--- config.mk ---
export PLATFORM = sky130hd
export DESIGN_NAME = line_coding
export DESIGN_NICKNAME = d
export VERILOG_FILES = /design/src/design/line_coding_pkg.sv /design/src/design/group_stream_if.sv /design/src/design/line_coding.sv /design/src/design/group_fifo.sv
export SDC_FILE = /design/constraint.sdc
export NUM_CORES = 1
export LEC_CHECK = 0
export BUFFER_PORTS_ARGS = -buffer_cell sky130_fd_sc_hd__buf_2
export CAP_MARGIN = 10
export CORE_AREA = 5 5 137 139
export CTS_BUF_LIST = sky130_fd_sc_hd__clkbuf_16
export CTS_CLUSTER_DIAMETER = 200
export CTS_CLUSTER_SIZE = 16
export DETAILED_ROUTE_END_ITERATION = 7
export DIE_AREA = 0 0 142 144
export GPL_TIMING_DRIVEN = 0
export SYNTH_ARGS = -nofsm -noshare
export SYNTH_HDL_FRONTEND = slang
export SYNTH_SLANG_ARGS = --single-unit
--- constraint.sdc ---
create_clock -name clk -period 7.8 [get_ports clk]
set_input_delay 0.78 -clock clk [delete_from_list [all_inputs] [get_ports clk]]
set_output_delay 0.78 -clock clk [all_outputs]
set_load 0.01 [all_outputs]
--- src/design/line_coding_pkg.sv ---
// Purpose: shared constants for the 100 Mb/s scramble and line-coding path
// Assumes: one bit per clock at the 25 MHz symbol clock
// Notes: timing counts are derived from printed times and the clock period
package line_coding_pkg;

    // code-group and address widths
    localparam int GROUP_W = 5;
    localparam int ADDR_W = 5;
    localparam int LFSR_W = 11;

    // lfsr feedback taps for x^11 + x^9 + 1
    localparam int TAP_HI = 10;
    localparam int TAP_LO = 8;

    // code-group patterns
    localparam logic [4:0] IDLE_GROUP = 5'h1F;
    localparam logic [9:0] JK_PAIR = 10'h311;

    // descrambler lock: twelve idles of five ones each
    localparam int LOCK_IDLES = 12;
    localparam int LOCK_ONES = LOCK_IDLES * GROUP_W;
    localparam int HOLD_BITS = 58;
    localparam int ONES_W = 7;
    localparam logic [6:0] ONES_MAX = 7'h7F;

    // hold timer: longest time, rounded down to whole cycles
    localparam int CLK_PERIOD_NS = 40;
    localparam int HOLD_TIME_US = 722;
    localparam int HOLD_CYCLES = (HOLD_TIME_US * 1000) / CLK_PERIOD_NS;
    localparam int HOLD_W = 15;

    // cycles to wait after reset before sampling the synced address pins
    localparam logic [1:0] SEED_WAIT = 2'h3;

    // transmit buffer shape
    localparam int FIFO_DEPTH = 16;

    // state encodings
    typedef enum logic [0:0] {
        TX_SEEDING = 1'b0,
        TX_RUNNING = 1'b1
    } tx_state_t;

    typedef enum logic [0:0] {
        DS_HUNT = 1'b0,
        DS_LOCKED = 1'b1
    } ds_state_t;

endpackage : line_coding_pkg

--- src/design/group_stream_if.sv ---
// Purpose: valid/ready carrier for code-groups between the block's modules
// Assumes: single clock domain
// Notes: data is held stable by the source while valid is high
`timescale 1ns/100ps
`default_nettype none
interface group_stream_if #(parameter int WIDTH = 5);
    logic [WIDTH-1:0] data;
    logic valid;
    logic ready;

    modport src (output data, output valid, input ready);
    modport snk (input data, input valid, output ready);
endinterface : group_stream_if
`default_nettype wire

--- src/design/line_coding.sv ---
// Purpose: transmit scrambler, NRZI and three-level split; receive decode,
//          descrambler with lock and hold timer, symbol assembly and alignment
// Assumes: one line bit per clk cycle; pins are asynchronous to clk
// Notes: transmit code-groups are buffered; an empty buffer sends idles
`timescale 1ns/100ps
`default_nettype none
module line_coding
    import line_coding_pkg::*;
#(
    parameter int HOLD_CYCLES_P = line_coding_pkg::HOLD_CYCLES
) (
    input wire logic clk,
    input wire logic reset,
    input wire logic [line_coding_pkg::ADDR_W-1:0] station_address_pins,
    input wire logic [line_coding_pkg::GROUP_W-1:0] tx_group,
    input wire logic tx_group_valid,
    output logic tx_group_ready,
    output logic tx_line_pos,
    output logic tx_line_neg,
    input wire logic rx_line_pos,
    input wire logic rx_line_neg,
    input wire logic rx_energy,
    input wire logic rx_link_pulse,
    output logic signal_detect,
    output logic [line_coding_pkg::GROUP_W-1:0] rx_symbol,
    output logic rx_symbol_valid,
    output logic rx_locked,
    output logic rx_aligned
);

    // key bit from the two feedback taps
    function automatic logic key_bit(input logic [LFSR_W-1:0] s);
        key_bit = s[TAP_HI] ^ s[TAP_LO];
    endfunction : key_bit

    // seed built from the address; the fixed one keeps it non-zero
    function automatic logic [LFSR_W-1:0] seed_of(input logic [ADDR_W-1:0] a);
        seed_of = {1'b1, a, ~a};
    endfunction : seed_of

    localparam logic [HOLD_W-1:0] HOLD_LOAD = HOLD_W'(HOLD_CYCLES_P - 1);
    localparam logic [ONES_W-1:0] LOCK_ONES_C = ONES_W'(LOCK_ONES);
    localparam logic [ONES_W-1:0] HOLD_BITS_C = ONES_W'(HOLD_BITS);
    localparam logic [2:0] LAST_BIT = 3'(GROUP_W - 1);

    // pin synchronisers
    logic [ADDR_W-1:0] addr_s1_r, addr_s2_r;
    logic pos_s1_r, pos_s2_r, neg_s1_r, neg_s2_r;
    logic energy_s1_r, energy_s2_r, pulse_s1_r, pulse_s2_r;

    // two flops per asynchronous input
    always_ff @(posedge clk or posedge reset) begin
        if (reset) begin
            addr_s1_r <= '0;
            addr_s2_r <= '0;
            pos_s1_r <= 1'b0;
            pos_s2_r <= 1'b0;
            neg_s1_r <= 1'b0;
            neg_s2_r <= 1'b0;
            energy_s1_r <= 1'b0;
            energy_s2_r <= 1'b0;
            pulse_s1_r <= 1'b0;
            pulse_s2_r <= 1'b0;
        end else begin
            addr_s1_r <= station_address_pins;
            addr_s2_r <= addr_s1_r;
            pos_s1_r <= rx_line_pos;
            pos_s2_r <= pos_s1_r;
            neg_s1_r <= rx_line_neg;
            neg_s2_r <= neg_s1_r;
            energy_s1_r <= rx_energy;
            energy_s2_r <= energy_s1_r;
            pulse_s1_r <= rx_link_pulse;
            pulse_s2_r <= pulse_s1_r;
        end
    end

    // transmit buffer
    group_stream_if #(.WIDTH(GROUP_W)) tx_in ();
    group_stream_if #(.WIDTH(GROUP_W)) tx_out ();

    assign tx_in.data = tx_group;
    assign tx_in.valid = tx_group_valid;
    assign tx_group_ready = tx_in.ready;

    group_fifo #(
        .WIDTH(GROUP_W),
        .DEPTH(FIFO_DEPTH)
    ) u_tx_fifo (
        .clk(clk),
        .reset(reset),
        .fill(tx_in),
        .drain(tx_out)
    );

    // transmit path
    tx_state_t tx_state_r, tx_state_nxt;
    logic [1:0] seed_cnt_r, seed_cnt_nxt;
    logic [LFSR_W-1:0] tx_lfsr_r, tx_lfsr_nxt;
    logic [2:0] tx_cnt_r, tx_cnt_nxt;
    logic [GROUP_W-1:0] tx_shift_r, tx_shift_nxt;
    logic tx_nrzi_r, tx_nrzi_nxt;
    logic tx_phase_r, tx_phase_nxt;
    logic tx_pos_r, tx_pos_nxt, tx_neg_r, tx_neg_nxt;

    // a group is taken only at a group boundary, so the buffer really fills
    assign tx_out.ready = (tx_state_r == TX_RUNNING) && (tx_cnt_r == 3'h0);

    // next transmit state: serialise, scramble, NRZI, split
    always_comb begin
        logic [GROUP_W-1:0] group;
        logic plain_bit;
        logic scr_bit;
        group = IDLE_GROUP;
        plain_bit = 1'b0;
        scr_bit = 1'b0;
        tx_state_nxt = tx_state_r;
        seed_cnt_nxt = seed_cnt_r;
        tx_lfsr_nxt = tx_lfsr_r;
        tx_cnt_nxt = tx_cnt_r;
        tx_shift_nxt = tx_shift_r;
        tx_nrzi_nxt = tx_nrzi_r;
        tx_phase_nxt = tx_phase_r;
        tx_pos_nxt = 1'b0;
        tx_neg_nxt = 1'b0;
        case (tx_state_r)
            TX_SEEDING: begin
                // wait for the synchronised address, then load the seed
                if (seed_cnt_r == SEED_WAIT) begin
                    tx_lfsr_nxt = seed_of(addr_s2_r);
                    tx_state_nxt = TX_RUNNING;
                end else begin
                    seed_cnt_nxt = seed_cnt_r + 2'h1;
                end
            end
            TX_RUNNING: begin
                if (tx_cnt_r == 3'h0) begin
                    group = tx_out.valid ? tx_out.data : IDLE_GROUP; // idle fill when empty
                    plain_bit = group[GROUP_W-1];
                    tx_shift_nxt = {group[GROUP_W-2:0], 1'b0};
                end else begin
                    plain_bit = tx_shift_r[GROUP_W-1];
                    tx_shift_nxt = {tx_shift_r[GROUP_W-2:0], 1'b0};
                end
                tx_cnt_nxt = (tx_cnt_r == LAST_BIT) ? 3'h0 : tx_cnt_r + 3'h1;
                scr_bit = plain_bit ^ key_bit(tx_lfsr_r);
                tx_lfsr_nxt = {tx_lfsr_r[LFSR_W-2:0], key_bit(tx_lfsr_r)};
                tx_nrzi_nxt = tx_nrzi_r ^ scr_bit;
                // every rise of the NRZI level goes to the other stream
                tx_phase_nxt = tx_phase_r ^ (scr_bit & ~tx_nrzi_r);
                tx_pos_nxt = tx_nrzi_nxt & ~tx_phase_nxt;
                tx_neg_nxt = tx_nrzi_nxt & tx_phase_nxt;
            end
            default: begin
                tx_state_nxt = TX_SEEDING;
            end
        endcase
    end

    // transmit registers
    always_ff @(posedge clk or posedge reset) begin
        if (reset) begin
            tx_state_r <= TX_SEEDING;
            seed_cnt_r <= 2'h0;
            tx_lfsr_r <= '1;
            tx_cnt_r <= 3'h0;
            tx_shift_r <= '0;
            tx_nrzi_r <= 1'b0;
            tx_phase_r <= 1'b0;
            tx_pos_r <= 1'b0;
            tx_neg_r <= 1'b0;
        end else begin
            tx_state_r <= tx_state_nxt;
            seed_cnt_r <= seed_cnt_nxt;
            tx_lfsr_r <= tx_lfsr_nxt;
            tx_cnt_r <= tx_cnt_nxt;
            tx_shift_r <= tx_shift_nxt;
            tx_nrzi_r <= tx_nrzi_nxt;
            tx_phase_r <= tx_phase_nxt;
            tx_pos_r <= tx_pos_nxt;
            tx_neg_r <= tx_neg_nxt;
        end
    end

    assign tx_line_pos = tx_pos_r;
    assign tx_line_neg = tx_neg_r;

    // receive path
    ds_state_t ds_state_r, ds_state_nxt;
    logic rx_nrzi_prev_r, rx_nrzi_prev_nxt;
    logic [LFSR_W-1:0] rx_lfsr_r, rx_lfsr_nxt;
    logic [ONES_W-1:0] ones_r, ones_nxt;
    logic [HOLD_W-1:0] hold_r, hold_nxt;
    logic [9:0] hist_r, hist_nxt;
    logic [2:0] rx_cnt_r, rx_cnt_nxt;
    logic [GROUP_W-1:0] sym_r, sym_nxt;
    logic sym_valid_r, sym_valid_nxt;
    logic aligned_r, aligned_nxt;
    logic sd_r, sd_nxt;

    // next receive state: decode, descramble, lock, hold, assemble
    always_comb begin
        logic nrzi;
        logic scrambled_stream;
        logic key;
        logic plain_stream;
        nrzi = pos_s2_r | neg_s2_r;
        scrambled_stream = nrzi ^ rx_nrzi_prev_r;
        key = key_bit(rx_lfsr_r);
        plain_stream = scrambled_stream ^ key;
        rx_nrzi_prev_nxt = nrzi;
        ds_state_nxt = ds_state_r;
        rx_lfsr_nxt = {rx_lfsr_r[LFSR_W-2:0], key};
        hold_nxt = hold_r;
        hist_nxt = {hist_r[8:0], plain_stream};
        rx_cnt_nxt = rx_cnt_r;
        sym_nxt = sym_r;
        sym_valid_nxt = 1'b0;
        aligned_nxt = aligned_r;
        // run of consecutive unscrambled ones, saturating
        if (!plain_stream) begin
            ones_nxt = '0;
        end else if (ones_r == ONES_MAX) begin
            ones_nxt = ones_r;
        end else begin
            ones_nxt = ones_r + 1'b1;
        end
        // line carries energy but not just link pulses
        sd_nxt = energy_s2_r & ~pulse_s2_r;
        case (ds_state_r)
            DS_HUNT: begin
                // assume idle ones: the scrambled bit inverted is the key
                rx_lfsr_nxt = {rx_lfsr_r[LFSR_W-2:0], ~scrambled_stream};
                aligned_nxt = 1'b0;
                rx_cnt_nxt = 3'h0;
                if (ones_nxt >= LOCK_ONES_C) begin
                    ds_state_nxt = DS_LOCKED;
                    hold_nxt = HOLD_LOAD;
                    ones_nxt = '0;
                end
            end
            DS_LOCKED: begin
                if (ones_nxt == HOLD_BITS_C) begin
                    // idle run inside this interval; the count restarts so idles keep reloading
                    hold_nxt = HOLD_LOAD;
                    ones_nxt = '0;
                end else if (hold_r == '0) begin
                    // expiry throws away lock, alignment, the ones run and the bit count
                    ds_state_nxt = DS_HUNT;
                    ones_nxt = '0;
                    aligned_nxt = 1'b0;
                    rx_cnt_nxt = 3'h0;
                end else begin
                    hold_nxt = hold_r - 1'b1;
                end
                if (ds_state_nxt == DS_LOCKED) begin
                    if (hist_nxt == JK_PAIR) begin
                        // boundary fixed at the end of the J/K pair
                        aligned_nxt = 1'b1;
                        sym_nxt = hist_nxt[GROUP_W-1:0];
                        sym_valid_nxt = 1'b1;
                        rx_cnt_nxt = 3'h0;
                    end else if (rx_cnt_r == LAST_BIT) begin
                        sym_nxt = hist_nxt[GROUP_W-1:0];
                        sym_valid_nxt = 1'b1;
                        rx_cnt_nxt = 3'h0;
                    end else begin
                        rx_cnt_nxt = rx_cnt_r + 3'h1;
                    end
                end
            end
            default: begin
                ds_state_nxt = DS_HUNT;
            end
        endcase
    end

    // receive registers
    always_ff @(posedge clk or posedge reset) begin
        if (reset) begin
            ds_state_r <= DS_HUNT;
            rx_nrzi_prev_r <= 1'b0;
            rx_lfsr_r <= '0;
            ones_r <= '0;
            hold_r <= '0;
            hist_r <= '0;
            rx_cnt_r <= 3'h0;
            sym_r <= '0;
            sym_valid_r <= 1'b0;
            aligned_r <= 1'b0;
            sd_r <= 1'b0;
        end else begin
            ds_state_r <= ds_state_nxt;
            rx_nrzi_prev_r <= rx_nrzi_prev_nxt;
            rx_lfsr_r <= rx_lfsr_nxt;
            ones_r <= ones_nxt;
            hold_r <= hold_nxt;
            hist_r <= hist_nxt;
            rx_cnt_r <= rx_cnt_nxt;
            sym_r <= sym_nxt;
            sym_valid_r <= sym_valid_nxt;
            aligned_r <= aligned_nxt;
            sd_r <= sd_nxt;
        end
    end

    assign rx_symbol = sym_r;
    assign rx_symbol_valid = sym_valid_r;
    assign rx_locked = (ds_state_r == DS_LOCKED);
    assign rx_aligned = aligned_r;
    assign signal_detect = sd_r;

endmodule : line_coding
`default_nettype wire

--- src/design/group_fifo.sv ---
// Purpose: parameterised first-in first-out buffer for code-groups
// Assumes: push and pop may occur in the same cycle
// Notes: ready on the filling side drops honestly when full
`timescale 1ns/100ps
`default_nettype none
module group_fifo #(
    parameter int WIDTH = 5,
    parameter int DEPTH = 16
) (
    input wire logic clk,
    input wire logic reset,
    group_stream_if.snk fill,
    group_stream_if.src drain
);
    localparam int PTR_W = $clog2(DEPTH);

    logic [WIDTH-1:0] mem_r [DEPTH];
    logic [PTR_W:0] wr_ptr_r, wr_ptr_nxt;
    logic [PTR_W:0] rd_ptr_r, rd_ptr_nxt;
    logic full, empty, push, pop;

    // occupancy flags from the wrap bit of each pointer
    assign empty = (wr_ptr_r == rd_ptr_r);
    assign full = (wr_ptr_r[PTR_W] != rd_ptr_r[PTR_W]) && (wr_ptr_r[PTR_W-1:0] == rd_ptr_r[PTR_W-1:0]);
    assign fill.ready = !full;
    assign drain.valid = !empty;
    assign drain.data = mem_r[rd_ptr_r[PTR_W-1:0]];
    assign push = fill.valid && !full;
    assign pop = drain.ready && !empty;

    // next pointer values
    always_comb begin
        wr_ptr_nxt = push ? wr_ptr_r + 1'b1 : wr_ptr_r;
        rd_ptr_nxt = pop ? rd_ptr_r + 1'b1 : rd_ptr_r;
    end

    // pointer registers
    always_ff @(posedge clk or posedge reset) begin
        if (reset) begin
            wr_ptr_r <= '0;
            rd_ptr_r <= '0;
        end else begin
            wr_ptr_r <= wr_ptr_nxt;
            rd_ptr_r <= rd_ptr_nxt;
        end
    end

    // storage, written only on an accepted push
    always_ff @(posedge clk) begin
        if (push) begin
            mem_r[wr_ptr_r[PTR_W-1:0]] <= fill.data;
        end
    end
endmodule : group_fifo
`default_nettype wire

==> impl_results.md <==
- Worst-path clk slew: 0.07 ns
- NumNets Final: 623
- Buf/Inv on CP: 2
- Clock sinks: 188
- DRT Pass-1 Iters: 4
- Final setup violation count: 0
- EDFF count, synth: 80
- Area growth from synthesis to layout: 13.5%
- Least-Margin Pin Slew: 0.828 ns
- Primary FF master, synth: dfrtp_1
- Initial core utilization: 43.8%
- Fmax: 331 MHz
- FF+latch count, synth: 188
- Final Slew Violations: 0
- Worst EP required: 8.14 ns
- Leak: 3.59 nW
- Distinct cells, synth: 54
- CTS tree: built
- I/O Buffers: 28
- First-pass GRT wire length: 23.3 mm
- Root Driver: clkbuf_16
- Area contributors post-synth: dfrtp_1 (32%), edfxtp_1 (31%), mux4_2 (6.2%), dfstp_2 (3.8%), ha_1 (2.3%)
- Syn Area/Cell: 14.1 sq um
- Hold slack: 0.351 ns
- Crit end category: flip-flop
- Critical-path maximum fanout: 10
- Ys Warns: 0
- Vias in the first global route: 4504
- I/O Pins: 29
- Max Cap Violations: 0
- CP arrival: 3.36 ns
- Worst-Skew Late Latency: 0.43 ns
- CP peak stage delay: 0.60 ns
- Worst clock skew: 0.0125 ns
- Core area: 0.0175 sq mm
- Final worst-path cycle share: 38.7%
- Detail Route Antenna Nets: 0
- Crit Path Class: flip-flop to flip-flop
- Async set-reset flop share out of synthesis: 57.4%
- Share of cells above drive strength 1: 18.8%
- Post-Syn Area: 0.00768 sq mm
- CP startpoint kind: flip-flop
- CP max stage cell: mux4_2
- Maximum clock path buffer count: 2
- Power per Cell Area: 320 mW/mm^2
- Setup TNS: 0 ns
- Synthesized instance count: 544
- Post-synth top area share: 31.6%
- Hold-fix buffers, CTS: 0
- # DRC: 0
- Cts bufs inserted: 17
- Dpl hpwl: 9.66 mm
- CP dominant cell by count: xnor2_1
- Gr usage total: 14.8%
- Cell Chain, Critical Path: clkbuf_1, buf_2, mux4_2, a211oi_1, a21oi_1, o22ai_1, xnor2_1, ha_1, xnor2_1, nor3b_1
- Commonest non-fill, non-tap cells in the layout: dfrtp_1 (97), edfxtp_1 (80), nand2_1 (36), o21ai_0 (34), buf_2 (34)
- Final hold vios: 0
- Syn_nets: 575
- Worst vdd ir: 163 uV
- Die W: 142 um
- Vias/cell: 5.30
- Initial antenna violation count: 0
- Die Footprint: 0.0204 sq mm
- Vias: 4418
- Largest net degree at the start of global routing: 62
- Post-CTS Setup Repair Bufs: 0
- CTS H-tree depth: 4
- Total gr overflow: 0
- Antenna diode count: 0
- Die height: 144 um
- Outcome: completed
- RSZ-0062 raised after global routing: no
- Drt total wl: 14.1 mm
- Worst Hold Class: flip-flop to flip-flop
- Slew headroom: 44.4%
- Min cycle time layout: 3.02 ns
- GPL Wtd Cong: 0.792
- Post-CTS resize count: 0
- Commonest non-fill, non-tap cell in the layout: dfrtp_1
- DR WL/cell: 17.0 um
- Cell Rows: 49
- Dominant cell type by area after synthesis: dfrtp_1
- Post-synthesis sequential area ratio: 66.7%
- CP top delay family: buffers and inverters
- DR iter-0 viols: 219
cell type report:
type,instances,area (sq um)
fill,1513,8820
sequential,188,5120
multi-input combinational,305,2340
clock buffer,17,425
tap,229,287
timing repair buffer,29,168
clock inverter,15,151
buffer,24,113
inverter,27,104
power breakdown:
group	internal [mW]	leakage (nW)	total [mW]	switching [mW]
registers	1.20	2.05	1.27	0.0744
logic	0.301	1.27	0.677	0.376
clock network	0.427	0.276	0.831	0.404
per-stage QoR:
| step | worst slack (ns) | power (mW) | instance area (sq um) | instances | util (%) |
|---|---|---|---|---|---|
| 6_report | 4.78 | 2.78 | 8710 | 834 | 49.7 |
| 5_1_grt | 4.46 | 2.95 | 8710 | 834 | 49.7 |
| 4_1_cts | 4.72 | 2.82 | 8710 | 834 | 49.7 |
| 3_5_place_dp | 4.74 | 1.98 | 8130 | 802 | 46.4 |
| 3_3_place_gp | 3.12 | 1.95 | 8100 | 801 | 46.2 |
| 2_1_floorplan | 4.19 | 1.79 | 7680 | 544 | - |
sequential cells by signal, summed over array words and instances, names as in the netlist, 2 cells and up:
signal,cells
addr_s1_r,5
addr_s2_r,5
hist_r,9
hold_r,15
ones_r,7
rx_cnt_r,3
rx_lfsr_r,11
rx_symbol,5
seed_cnt_r,2
tx_cnt_r,3
tx_lfsr_r,11
tx_shift_r,4
u_tx_fifo.mem_r,80
u_tx_fifo.rd_ptr_r,5
u_tx_fifo.wr_ptr_r,5
worst paths after layout:
kind                                             from           end  slack [ns]  depth (start not counted)
min in group asynchronous                       reset  rx_symbol[2]        0.43                          2
worst max register to register  u_tx_fifo.rd_ptr_r[0]   tx_line_pos        4.78                         10
max in group asynchronous                       reset  tx_lfsr_r[8]        6.64                          3
worst max-delay path            u_tx_fifo.rd_ptr_r[0]   tx_line_pos        4.78                         10
worst min register to register            energy_s1_r   energy_s2_r        0.35                          0
worst min-delay path                      energy_s1_r   energy_s2_r        0.35                          0
worst register-to-register path, stage by stage, from the launching register on:
cell	delay, ns
dfrtp_1	0.35
clkbuf_1	0.30
buf_2	0.42
mux4_2	0.60
a211oi_1	0.27
a21oi_1	0.08
o22ai_1	0.19
xnor2_1	0.10
ha_1	0.22
xnor2_1	0.20
nor3b_1	0.21
per-layer routing:
| metal | up-vias | share of wire, % | global-route usage (%) |
|---|---|---|---|
| li1 | 2078 | - | - |
| met1 | 2244 | 45 | 19.3 |
| met2 | 78 | 49 | 24.0 |
| met3 | 18 | 4.4 | 4.37 |
| met4 | 0 | 1.4 | 4.95 |
| met5 | - | 0 | 0 |
cell usage after synthesis, types with 2 or more instances:
library cell and instances:
mux2i_1 10, mux2_1 5, and2_1 3, clkbuf_1 14, dfstp_2 11, edfxtp_1 80, xnor2_1 15, nor4_1 8
o21a_1 2, o221ai_1 3, nor3_1 18, dfrtp_1 97, xor2_1 10, a21oi_1 12, inv_1 26, nand2b_1 6
or3_1 4, buf_4 2, a211oi_1 6, mux4_2 21, o2bb2ai_1 2, nor3b_1 5, mux2_2 3, nor2b_1 9
nor2_1 22, nand2_1 36, and3_1 2, a21o_1 8, buf_2 6, o21ai_1 11, nand4_1 6, ha_1 14
nand3_1 9, o211a_1 2, and4_1 2, o41ai_2 2, o21ai_0 34, or2_2 2
logic make-up (layout without fill, tap and decap cells):
family | Yosys count | in the layout | share of synthesized area (%)
buffers and inverters | 51 | 112 | 2.79
AND/OR/NAND/NOR | 137 | 137 | 9.29
adder cells (fa/ha/maj) | 14 | 14 | 2.28
AO/OA/AOI/OAI | 90 | 90 | 7.47
flip-flops | 188 | 188 | 66.7
multiplexers | 39 | 39 | 8.64
XOR/XNOR | 25 | 25 | 2.85
(Power assumes the default switching activity.)
